$ cat config.mk
export PLATFORM = sky130hd
export DESIGN_NAME = port_conditioning
export DESIGN_NICKNAME = d
export VERILOG_FILES = /design/src/port_cond_pkg.sv /design/src/port_conditioning.sv /design/src/port_input_chain.sv /design/src/port_output_chain.sv
export SDC_FILE = /design/constraint.sdc
export NUM_CORES = 1
export LEC_CHECK = 0
export ABC_AREA = 0
export BUFFER_PORTS_ARGS = -buffer_cell sky130_fd_sc_hd__buf_2
export CORE_MARGIN = 4
export CORE_UTILIZATION = 40
export DETAILED_ROUTE_END_ITERATION = 16
export PLACE_DENSITY_LB_ADDON = 0.05
export SLEW_MARGIN = 20
export SYNTH_ARGS = -nofsm -noshare
export SYNTH_HDL_FRONTEND = slang
export SYNTH_SLANG_ARGS = --single-unit
$ cat constraint.sdc
create_clock -name ref_clk_in -period 7.1 [get_ports ref_clk_in]
set_clock_uncertainty 0.05 [all_clocks]
set_input_delay 1.42 -clock ref_clk_in [delete_from_list [all_inputs] [get_ports ref_clk_in]]
set_output_delay 1.42 -clock ref_clk_in [all_outputs]
set_load 0.01 [all_outputs]
$ cat src/port_cond_pkg.sv
package port_cond_pkg;
  // port count and comparator level width
  localparam int PORT_COUNT = 6;
  localparam int LEVEL_W    = 12;

  // pin driver selection and output-chain source
  typedef enum logic [1:0] {DRIVE_INPUT, DRIVE_PUSH_PULL, DRIVE_OPEN_DRAIN} drive_t;
  typedef enum logic [1:0] {SRC_PASS, SRC_REGISTERED, SRC_PULSE} out_src_t;

  // register byte offsets; per-port words step by four
  localparam logic [7:0] CFG_BASE        = 8'h00;
  localparam logic [7:0] LEVEL_BASE      = 8'h20;
  localparam logic [7:0] TAP_CTRL_OFF    = 8'h40;
  localparam logic [7:0] ROUTE_CLEAR_OFF = 8'h44;
  localparam logic [7:0] STATUS_OFF      = 8'h48;

  // port config, tap control, route clear and status word fields
  localparam int CFG_DRIVE_LSB  = 0;
  localparam int CFG_IN_INV     = 2;
  localparam int CFG_IN_RESYNC  = 3;
  localparam int CFG_OUT_INV    = 4;
  localparam int CFG_SRC_LSB    = 5;
  localparam int CFG_TERM       = 7;
  localparam int TAP_SRC_BIT    = 0;
  localparam int ROUTE_CLR_BIT  = 0;
  localparam int STAT_XP_LSB    = 0;
  localparam int STAT_PIN_LSB   = 8;
  localparam int STAT_OE_LSB    = 16;

  // reset values; level code = round((volts + 5) / 10 * 4096), 1.65 V
  localparam drive_t         DRIVE_RESET   = DRIVE_INPUT;
  localparam out_src_t       SRC_RESET     = SRC_PASS;
  localparam logic           IN_INV_RESET  = 1'b0;
  localparam logic           RESYNC_RESET  = 1'b0;
  localparam logic           OUT_INV_RESET = 1'b0;
  localparam logic           TERM_RESET    = 1'b0;
  localparam logic           TAP_SRC_RESET = 1'b0;
  localparam logic [LEVEL_W-1:0] LEVEL_RESET = 12'haa4;

  // pulse timing at the 125 MHz clock
  localparam int CLK_MHZ          = 125;
  localparam int PULSE_MIN_NS     = 80;
  localparam int PULSE_MAX_NS     = 160;
  localparam int PULSE_CYCLES     = (PULSE_MIN_NS * CLK_MHZ + 999) / 1000;
  localparam int PULSE_MAX_CYCLES = (PULSE_MAX_NS * CLK_MHZ) / 1000;
  localparam int PULSE_CNT_W      = 5;
endpackage

$ cat src/port_conditioning.sv
`timescale 1ns/1ps
// Operation
// - six ports, each input only, push-pull output or open-drain output
// - open-drain ports drive and keep their input chain running
// - reset: input drive, no inversion, pass-through, 3000 ohm, 1.65 V level
// - each port holds a threshold level code; comparator high only above it
// - input chain may invert the comparator result; off by default
// - input chain may resample on the reference clock; bypassed by default
// - port 1 raw input may go straight to the backplane sync tap
// - output driver follows drive selection; disabled when input selected
// - output chain may invert the signal before driving; off by default
// - output source: pass-through, registered, or pulse; pass-through default
// - pulse mode emits one pulse per rising edge seen while no pulse runs, none on falling
// - pulse width fixed, within 80 to 160 ns
// - output inversion applies after pulse generation
// - trigger route clear forces every output source to pass-through
// - sync tap carries port 1 connector input or port 1 output chain
// - no separate enable; drive selection changes act at once
// - output settings reach the pin only in push-pull or open-drain
// - unassigned crosspoint outputs present constant zero to the port
module port_conditioning #(
  parameter int PORTS = port_cond_pkg::PORT_COUNT
) (
  input  wire logic                                     ref_clk_in,
  input  wire logic                                     sys_rst_in,
  input  wire logic [7:0]                               reg_addr_in,
  input  wire logic [31:0]                              reg_wdata_in,
  input  wire logic                                     reg_wr_in,
  input  wire logic                                     reg_rd_in,
  output logic      [31:0]                              reg_rdata_out,
  input  wire logic [PORTS-1:0]                         comparator_hit_in,
  input  wire logic [PORTS-1:0]                         pin_in,
  output logic      [PORTS-1:0]                         pin_out,
  output logic      [PORTS-1:0]                         pin_oe_out,
  input  wire logic [PORTS-1:0]                         xp_port_in,
  output logic      [PORTS-1:0]                         xp_port_out,
  output logic                                          first_port_sync_tap_out,
  output logic      [PORTS*port_cond_pkg::LEVEL_W-1:0]  comparator_level_out,
  output logic      [PORTS-1:0]                         termination_select_out
);
  import port_cond_pkg::*;

  // per-port word address, shared by the write and read decoders
  function automatic logic [7:0] word_off(input logic [7:0] base, input int p);
    return base + 8'(4 * p);
  endfunction

  // per-port config state
  drive_t                   drive_q [PORTS];
  out_src_t                 src_q [PORTS];
  logic [PORTS-1:0]         in_inv_q;
  logic [PORTS-1:0]         resync_q;
  logic [PORTS-1:0]         out_inv_q;
  logic [PORTS-1:0]         term_q;
  logic [PORTS*LEVEL_W-1:0] level_q;
  // shared controls, read path and chain taps
  logic                     tap_src_q;
  logic [31:0]              rd_d;
  logic [31:0]              rdata_q;
  logic [PORTS-1:0]         chain;
  logic                     route_clear;

  assign route_clear = reg_wr_in && reg_addr_in == ROUTE_CLEAR_OFF
                       && reg_wdata_in[ROUTE_CLR_BIT];

  // port config words; the route clear is applied last so it wins
  always_ff @(posedge ref_clk_in) begin
    for (int p = 0; p < PORTS; p++) begin
      if (sys_rst_in) begin
        drive_q[p]   <= DRIVE_RESET;
        src_q[p]     <= SRC_RESET;
        in_inv_q[p]  <= IN_INV_RESET;
        resync_q[p]  <= RESYNC_RESET;
        out_inv_q[p] <= OUT_INV_RESET;
        term_q[p]    <= TERM_RESET;
      end else begin
        if (reg_wr_in && reg_addr_in == word_off(CFG_BASE, p)) begin
          drive_q[p]   <= drive_t'(reg_wdata_in[CFG_DRIVE_LSB +: 2]);
          in_inv_q[p]  <= reg_wdata_in[CFG_IN_INV];
          resync_q[p]  <= reg_wdata_in[CFG_IN_RESYNC];
          out_inv_q[p] <= reg_wdata_in[CFG_OUT_INV];
          src_q[p]     <= out_src_t'(reg_wdata_in[CFG_SRC_LSB +: 2]);
          term_q[p]    <= reg_wdata_in[CFG_TERM];
        end
        if (route_clear) begin
          src_q[p] <= SRC_PASS;
        end
      end
    end
  end

  // threshold codes go straight to the per-port level dacs
  always_ff @(posedge ref_clk_in) begin
    for (int p = 0; p < PORTS; p++) begin
      if (sys_rst_in) begin
        level_q[p*LEVEL_W +: LEVEL_W] <= LEVEL_RESET;
      end else if (reg_wr_in && reg_addr_in == word_off(LEVEL_BASE, p)) begin
        level_q[p*LEVEL_W +: LEVEL_W] <= reg_wdata_in[LEVEL_W-1:0];
      end
    end
  end

  // sync tap source select
  always_ff @(posedge ref_clk_in) begin
    if (sys_rst_in) begin
      tap_src_q <= TAP_SRC_RESET;
    end else if (reg_wr_in && reg_addr_in == TAP_CTRL_OFF) begin
      tap_src_q <= reg_wdata_in[TAP_SRC_BIT];
    end
  end

  // read mux; unmapped addresses and write-only words read zero
  always_comb begin
    rd_d = 32'h0;
    for (int p = 0; p < PORTS; p++) begin
      if (reg_addr_in == word_off(CFG_BASE, p)) begin
        rd_d[CFG_DRIVE_LSB +: 2] = drive_q[p];
        rd_d[CFG_IN_INV]         = in_inv_q[p];
        rd_d[CFG_IN_RESYNC]      = resync_q[p];
        rd_d[CFG_OUT_INV]        = out_inv_q[p];
        rd_d[CFG_SRC_LSB +: 2]   = src_q[p];
        rd_d[CFG_TERM]           = term_q[p];
      end
      if (reg_addr_in == word_off(LEVEL_BASE, p)) begin
        rd_d[LEVEL_W-1:0] = level_q[p*LEVEL_W +: LEVEL_W];
      end
    end
    if (reg_addr_in == TAP_CTRL_OFF) begin
      rd_d[TAP_SRC_BIT] = tap_src_q;
    end
    if (reg_addr_in == STATUS_OFF) begin
      rd_d[STAT_XP_LSB +: PORTS]  = xp_port_out;
      rd_d[STAT_PIN_LSB +: PORTS] = pin_out;
      rd_d[STAT_OE_LSB +: PORTS]  = pin_oe_out;
    end
  end

  // read data valid only in the cycle after the strobe
  always_ff @(posedge ref_clk_in) begin
    if (sys_rst_in) begin
      rdata_q <= 32'h0;
    end else begin
      rdata_q <= reg_rd_in ? rd_d : 32'h0;
    end
  end

  assign reg_rdata_out          = rdata_q;
  assign comparator_level_out   = level_q;
  assign termination_select_out = term_q;

  // comparator result arrives already sliced against the level code
  port_input_chain #(
    .PORTS (PORTS)
  ) u_in (
    .ref_clk_in (ref_clk_in),
    .sys_rst_in (sys_rst_in),
    .hit_in     (comparator_hit_in),
    .invert_in  (in_inv_q),
    .resync_in  (resync_q),
    .xp_out     (xp_port_out)
  );

  // an unrouted crosspoint output arrives here as a steady zero
  port_output_chain #(
    .PORTS (PORTS)
  ) u_out (
    .ref_clk_in (ref_clk_in),
    .sys_rst_in (sys_rst_in),
    .xp_in      (xp_port_in),
    .src_in     (src_q),
    .drive_in   (drive_q),
    .invert_in  (out_inv_q),
    .chain_out  (chain),
    .pin_out    (pin_out),
    .pin_oe_out (pin_oe_out)
  );

  // raw connector path skips comparator, polarity and flip-flop
  assign first_port_sync_tap_out = tap_src_q ? chain[0] : pin_in[0];
endmodule // port_conditioning

$ cat src/port_input_chain.sv
`timescale 1ns/1ps
module port_input_chain #(
  parameter int PORTS = port_cond_pkg::PORT_COUNT
) (
  input  wire logic             ref_clk_in,
  input  wire logic             sys_rst_in,
  input  wire logic [PORTS-1:0] hit_in,
  input  wire logic [PORTS-1:0] invert_in,
  input  wire logic [PORTS-1:0] resync_in,
  output logic      [PORTS-1:0] xp_out
);
  import port_cond_pkg::*;

  logic [PORTS-1:0] cond;
  logic [PORTS-1:0] resync_q;

  // polarity first, so the flip-flop samples the conditioned level
  assign cond = hit_in ^ invert_in;

  // resync stage runs always; only the select decides whether it is used
  always_ff @(posedge ref_clk_in) begin
    if (sys_rst_in) begin
      resync_q <= '0;
    end else begin
      resync_q <= cond;
    end
  end

  // chain stays live in every drive mode, so open-drain ports also listen
  assign xp_out = (resync_in & resync_q) | (~resync_in & cond);
endmodule // port_input_chain

$ cat src/port_output_chain.sv
`timescale 1ns/1ps
module port_output_chain #(
  parameter int PORTS = port_cond_pkg::PORT_COUNT
) (
  input  wire logic                   ref_clk_in,
  input  wire logic                   sys_rst_in,
  input  wire logic     [PORTS-1:0]   xp_in,
  input  port_cond_pkg::out_src_t     src_in [PORTS],
  input  port_cond_pkg::drive_t       drive_in [PORTS],
  input  wire logic     [PORTS-1:0]   invert_in,
  output logic          [PORTS-1:0]   chain_out,
  output logic          [PORTS-1:0]   pin_out,
  output logic          [PORTS-1:0]   pin_oe_out
);
  import port_cond_pkg::*;

  logic [PORTS-1:0]   reg_q;
  logic [PORTS-1:0]   prev_q;
  logic [PULSE_CNT_W-1:0] cnt_q [PORTS];
  logic [PORTS-1:0]   rise;
  logic [PORTS-1:0]   pulse;

  assign rise = xp_in & ~prev_q;

  // registered copy and edge history; edges during a pulse are absorbed
  always_ff @(posedge ref_clk_in) begin
    if (sys_rst_in) begin
      reg_q  <= '0;
      prev_q <= '0;
    end else begin
      reg_q  <= xp_in;
      prev_q <= xp_in;
    end
  end

  // fixed-width pulse counter, loaded on a rising edge only while idle
  always_ff @(posedge ref_clk_in) begin
    for (int p = 0; p < PORTS; p++) begin
      if (sys_rst_in) begin
        cnt_q[p] <= '0;
      end else if (rise[p] && cnt_q[p] == '0) begin
        cnt_q[p] <= PULSE_CNT_W'(PULSE_CYCLES);
      end else if (cnt_q[p] != '0) begin
        cnt_q[p] <= cnt_q[p] - 1'b1;
      end
    end
  end

  // source select, polarity after the pulse, then the driver
  always_comb begin
    for (int p = 0; p < PORTS; p++) begin
      pulse[p] = (cnt_q[p] != '0);
      case (src_in[p])
        SRC_REGISTERED: chain_out[p] = reg_q[p] ^ invert_in[p];
        SRC_PULSE:      chain_out[p] = pulse[p] ^ invert_in[p];
        default:        chain_out[p] = xp_in[p] ^ invert_in[p];
      endcase
      case (drive_in[p])
        DRIVE_PUSH_PULL: begin
          pin_out[p]    = chain_out[p];
          pin_oe_out[p] = 1'b1;
        end
        DRIVE_OPEN_DRAIN: begin
          pin_out[p]    = 1'b0;
          pin_oe_out[p] = ~chain_out[p];
        end
        default: begin
          pin_out[p]    = 1'b0;
          pin_oe_out[p] = 1'b0;
        end
      endcase
    end
  end
endmodule // port_output_chain

==> impl_metrics.yaml, run 1 <==
min_path:
  min_path_cells: 2
  worst_hold_path.endpoint: "comparator_level_out[20]$_SDFFE_PP0P_"
  hp-class: "reg -> reg"
  min-delay-start: "comparator_level_out[20]$_SDFFE_PP0P_"
cts:
  cts_root_buf: "clkbuf_16"
  post-cts-setup-buffers: 0
  cts.path.max_buffers: 2
  cts_num_sinks: 183
  htree_num_levels: 4
  insertion_delay_ns: 0.44
  cts_made_buffers: 17
  path_clk_slew_ns: 0.07
  postCtsHoldBufs: 0
  post_cts_resized: 0
  cts_tree: "done"
worst_setup_path:
  crit_path_end_kind: "output pin"
  worst-path-stages: 7
  cp_cell_sequence: "inv_1 > ha_1 > nor4b_1 > o211ai_1 > xnor2_1 > nor2b_1 > buf_2"
  slowest_stage: "nor4b_1"
  worstSetupStartpointType: "flop"
  r2r_end: "reg_rdata_out[8]$_SDFF_PP0_"
  reg2reg_slack_ns: 4.70
  reg2reg_depth: 7
  critical_path_arrival_ns: 2.73
  crit_family: "simple AND/OR/NAND/NOR gates"
  path_max_fanout: 3
  slowest_delay_ns: 0.52
  r2r-start: "u_out.cnt_q[0][0]$_SDFFCE_PN0P_"
  critPathBufInv: 2
  worstPathRequired_ns: 5.63
  worstSetupPathType: "reg -> out"
power:
  switching_share_pct: 27.5
  leakagePower_nw: 4.37
  vdd_drop_max_v: 0.000141
  pwr-share-clk_pct: 39.3
  p_int_mw: 1.99
  powerDensity_mw_per_mm2: 253
  power.switching_uw: 754
  combPwrFrac_pct: 16.2
  seqPwrFrac_pct: 44.6
synth:
  synth_top_cells_by_count: "nand2_1, dfxtp_1, a21oi_1, nor2_1, nand3_1"
  post-synth-top-count-cell: "nand2_1"
  synth_top_cell_by_area: "dfxtp_1"
  synth_top_area_share_pct: 32.9
  syn-cell-area_mm2: 0.00932
  synth.distinct_cells: 76
  synth_warnings: 0
  yosysSeqAreaShare_pct: 42.5
  synth_cells: 1069
  ys_seq_elements: 183
  synth_area_leaders: "dfxtp_1, edfxtp_1, nand2_1"
  syn_area_per_cell_um2: 8.72
  synthArstFlopShare_pct: 0
  synth_edf_count: 30
  synth_flop_cell: "dfxtp_1"
timing:
  holdWs_ns: 0.423
  slew_headroom_pct: 31.8
  rsz0062_at_grt: "no"
  fin_crit_sh_pct: 59.1
  setup_viol: 0
  tightest_slew_ns: 1.02
  drv_slew: 0
  max_freq_mhz: 238
  hold_viol: 0
  period_minus_slack_ns: 4.20
  totalNegativeSetupSlack_ns: 0
finish:
  syn_to_final_growth_pct: 16.4
  nFillCells: 2271
  fin_nets: 1271
  drive_gt1_share_pct: 19.1
  final_cells: 1507
  fin_area_mm2: 0.0108
grt:
  grt_first_pass_wirelength_mm: 47.4
  grt-ovfl-total: 0
  grt_usage_pct: 23.7
  grt_start_max_net_pins: 72
  first_global_vias: 7833
  antenna_found_initial: 3
run:
  maxCapViolCount: 0
floorplanning:
  die_h_um: 161
  die_x_um: 161
  die_area_mm2: 0.0258
  start_util_pct: 40.9
  coreArea_mm2: 0.0228
  fp-row-count: 55
  io_pins: 191
drt:
  routedWlPerCell_um: 20.5
  first_pass_iters: 5
  ant_nets: 0
  wirelength_mm: 30.9
  avgViaCountPerCell: 5.46
  vias: 8223
  drt_first_iter_violations: 579
  drcViolationCount: 0
placement:
  hpwl_mm: 22.4
  gp_congestion: 0.929
  portBuffers: 153
  post-place-cells: 1472
  dpl-instance-area_mm2: 0.0102
run_status:
  outcome: "complete, no violations"
[metal layers]
metal,track usage (%),part of all wire (%)
met5,0,0.042
met4,7.00,2.2
met2,36.2,45
met1,33.8,47
met3,5.03,6.4
[placed cells by master, fill, tap and decap left out, drive strengths merged, types with 14 or more instances in the layout]
cell and count:
or3 14, nor2 63, clkbuf 19, nand2b 16, buf 161, dfxtp 153, nor3 36, o21ai 15
nand3b 37, inv 43, mux2i 31, nor2b 25, xnor2 17, a21oi 90, nand3 47, edfxtp 30
nand2 195, a211oi 16, ha 31
[layout make-up]
cell class	count	area (um2)	area share [%]
inverter	40	150	1.38
clock buffer	19	443	4.08
timing repair buffer	161	828	7.64
multi-input combinational	775	4840	44.7
clock inverter	13	214	1.97
sequential	183	3960	36.6
antenna	3	7.51	0.0692
tap	313	392	3.61
[worst max-delay path by stage]
| stage | start | endpoint |
|---|---|---|
| floorplan | xp_port_in[4] | pin_oe_out[4] |
| global placement | reg_addr_in[5] | comparator_level_out[37]$_SDFFE_PP0P_ |
| detailed placement | reg_addr_in[5] | comparator_level_out[28]$_SDFFE_PP0P_ |
| CTS | u_out.cnt_q[0][0]$_SDFFCE_PN0P_ | pin_out[0] |
| global route | u_out.cnt_q[0][0]$_SDFFCE_PN0P_ | pin_out[0] |
| finish | u_out.cnt_q[0][0]$_SDFFCE_PN0P_ | pin_out[0] |
[cell families (layout without fill, tap and decap cells)]
logic type	Yosys count	in the layout	share of synthesized area, %
flip-flops	183	183	42.5
AND/OR/NAND/NOR	473	473	26.2
XOR/XNOR	23	23	2.16
AO/OA/AOI/OAI	189	189	13.1
adder cells (fa/ha/maj)	31	31	4.16
other	1	15	0.0402
buffers and inverters	122	233	6.01
multiplexers	47	47	5.75
[worst min-delay path, stage by stage, from the launching register on]
cell	delay, ns
dfxtp_1	0.32
nand2_1	0.05
a21oi_1	0.05
[power by group through the flow]
stage | Sequential, mW | Clock [mW] | Combinational (mW)
floorplan | 1.23 | 0 | 0.350
global placement | 1.25 | 0 | 0.441
detailed placement | 1.25 | 0 | 0.440
CTS | 1.22 | 1.09 | 0.446
global route | 1.24 | 1.13 | 0.501
finish | 1.22 | 1.08 | 0.443
[registers in the layout (all words and copies together) (netlist names)]
signal	flops
comparator_level_out	72
u_out.cnt_q	30
reg_rdata_out	20
drive_q	12
src_q	12
in_inv_q	6
out_inv_q	6
resync_q	6
termination_select_out	6
u_in.resync_q	6
u_out.reg_q	6
tap_src_q	1
[stage by stage]
stage               total power [mW]  util, %  worst slack (ns)
global placement                1.69     44.7              2.88
CTS                             2.76     47.6              2.82
detailed placement              1.69     44.7              2.88
global route                    2.87     47.6              2.65
finish                          2.74     47.6              2.90
floorplan                       1.58        -              3.54
Power figures use the tool's default switching activity.
==> inputs of run 2 (changes only) <==
Clock period 7.1 ns to 4.3 ns, I/O delays scaled along.
==> run 2 against run 1 <==
Compared with the run above:
- clock-buffer cell count rose by 2
- setup slack got worse by 2.2 ns
- final cell count rose by 0.73%
- first-iteration DRC count rose by 2.4%
- utilization fell by 0.10 points
==> impl_metrics.yaml, run 2 (synthesis results as in run 1) <==
run_status:
  outcome: "complete, no violations"
timing:
  fin_crit_sh_pct: 83.4
  slew_headroom_pct: 42.3
  hold_viol: 0
  drv_slew: 0
  totalNegativeSetupSlack_ns: 0
  period_minus_slack_ns: 3.59
  tightest_slew_ns: 0.864
  rsz0062_at_grt: "no"
  max_freq_mhz: 279
  holdWs_ns: 0.424
  setup_viol: 0
cts:
  cts_num_sinks: 183
  cts_tree: "done"
  postCtsHoldBufs: 0
  insertion_delay_ns: 0.44
  post-cts-setup-buffers: 0
  cts_made_buffers: 17
  post_cts_resized: 0
  cts.path.max_buffers: 2
  cts_root_buf: "clkbuf_16"
  path_clk_slew_ns: 0.07
  htree_num_levels: 4
grt:
  grt-ovfl-total: 0
  antenna_found_initial: 2
  grt_usage_pct: 24.0
  grt_first_pass_wirelength_mm: 47.9
  grt_start_max_net_pins: 62
  first_global_vias: 7948
finish:
  syn_to_final_growth_pct: 16.1
  fin_area_mm2: 0.0108
  layout_commonest_cell: "nand2_1"
  drive_gt1_share_pct: 20.0
  fin_nets: 1285
  largest_reg_flops: 72
  num_antenna_cells: 0
  layout_common_cells: "nand2_1, dfxtp_1, buf_2"
worst_setup_path:
  worstPathRequired_ns: 3.39
  critPathLaunch: "u_out.cnt_q[0][5]$_SDFFCE_PN0P_"
  critPathBufInv: 2
  worst-path-stages: 7
  cp_cell_sequence: "inv_1 > ha_1 > nor4b_1 > o211ai_1 > xnor2_1 > nor2b_1 > buf_2"
  crit_end: "pin_out[1]"
  slowest_delay_ns: 0.55
  r2r-start: "u_out.cnt_q[0][5]$_SDFFCE_PN0P_"
  slowest_stage: "nor4b_1"
  reg2reg_depth: 7
  r2r_end: "reg_rdata_out[9]$_SDFF_PP0_"
  worstSetupStartpointType: "flop"
  path_max_fanout: 4
  crit_family: "simple AND/OR/NAND/NOR gates"
  critical_path_arrival_ns: 2.68
  worstSetupPathType: "reg -> out"
  reg2reg_slack_ns: 1.95
  crit_path_end_kind: "output pin"
floorplanning:
  die_h_um: 161
  die_x_um: 161
  coreArea_mm2: 0.0228
  fp-row-count: 55
  start_util_pct: 40.9
  die_area_mm2: 0.0258
  io_pins: 191
min_path:
  hp-class: "reg -> reg"
  min_path_cells: 2
power:
  finalPower_mw: 4.23
  vdd_drop_max_v: 0.000236
  leakagePower_nw: 4.38
  powerDensity_mw_per_mm2: 391
drt:
  drt_first_iter_violations: 593
  vias: 8245
  wirelength_mm: 31.1
  ant_nets: 0
  drcViolationCount: 0
  avgViaCountPerCell: 5.43
  routedWlPerCell_um: 20.5
  first_pass_iters: 7
placement:
  portBuffers: 153
  hpwl_mm: 22.8
  dpl-instance-area_mm2: 0.0103
  gp_congestion: 0.890
run:
  maxCapViolCount: 0
## run 2: report_power, final
part | total [mW] | internal [mW] | switching (mW)
clock | 1.48 | 0.772 | 0.707
combinational | 0.735 | 0.310 | 0.425
sequential | 2.02 | 1.92 | 0.0991
total | 4.23 | 3.00 | 1.23
## run 2: worst register-to-register path, cell delays in order (launching register included)
cell and delay, ns:
edfxtp_1 0.42, inv_1 0.08, ha_1 0.22, nor4b_1 0.55, o211ai_1 0.20, xnor2_1 0.18, nor2b_1 0.39, o2bb2ai_1 0.19
## run 2: worst min path at each step
stage | to | from | slack, ns
6_report | comparator_level_out[20]$_SDFFE_PP0P_ | comparator_level_out[20]$_SDFFE_PP0P_ | 0.42
5_1_grt | comparator_level_out[3]$_SDFFE_PP0P_ | comparator_level_out[3]$_SDFFE_PP0P_ | 0.45
4_1_cts | comparator_level_out[22]$_SDFFE_PP0P_ | comparator_level_out[22]$_SDFFE_PP0P_ | 0.42
3_5_place_dp | comparator_level_out[22]$_SDFFE_PP0P_ | comparator_level_out[22]$_SDFFE_PP0P_ | 0.41
3_3_place_gp | comparator_level_out[20]$_SDFFE_PP0P_ | comparator_level_out[20]$_SDFFE_PP0P_ | 0.41
2_1_floorplan | resync_q[0]$_SDFFE_PP0P_ | resync_q[0]$_SDFFE_PP0P_ | 0.40
## run 2: cell type report
class,instances,area (um2)
Clock inverter,11,75.1
Tap cell,313,392
Sequential cell,183,3960
Inverter,40,150
Clock buffer,21,460
Timing Repair Buffer,175,933
Fill cell,2285,12000
Multi-Input combinational cell,775,4840
## run 2: stage by stage
stage | utilization, % | worst slack [ns] | cells
6_report | 47.5 | 0.712 | 1518
5_1_grt | 47.5 | 0.545 | 1518
4_1_cts | 47.5 | 0.676 | 1518
3_5_place_dp | 45.1 | 1.01 | 1486
3_3_place_gp | 45.1 | 1.04 | 1486
2_1_floorplan | - | 1.48 | 1080
## run 2: routing by layer
metal	vias up	track usage [%]	wire [um]
met5	-	0	33
met4	4	8.25	777
met3	51	5.21	2240
met2	312	36.6	13900
met1	3910	33.8	14100
li1	3968	-	-
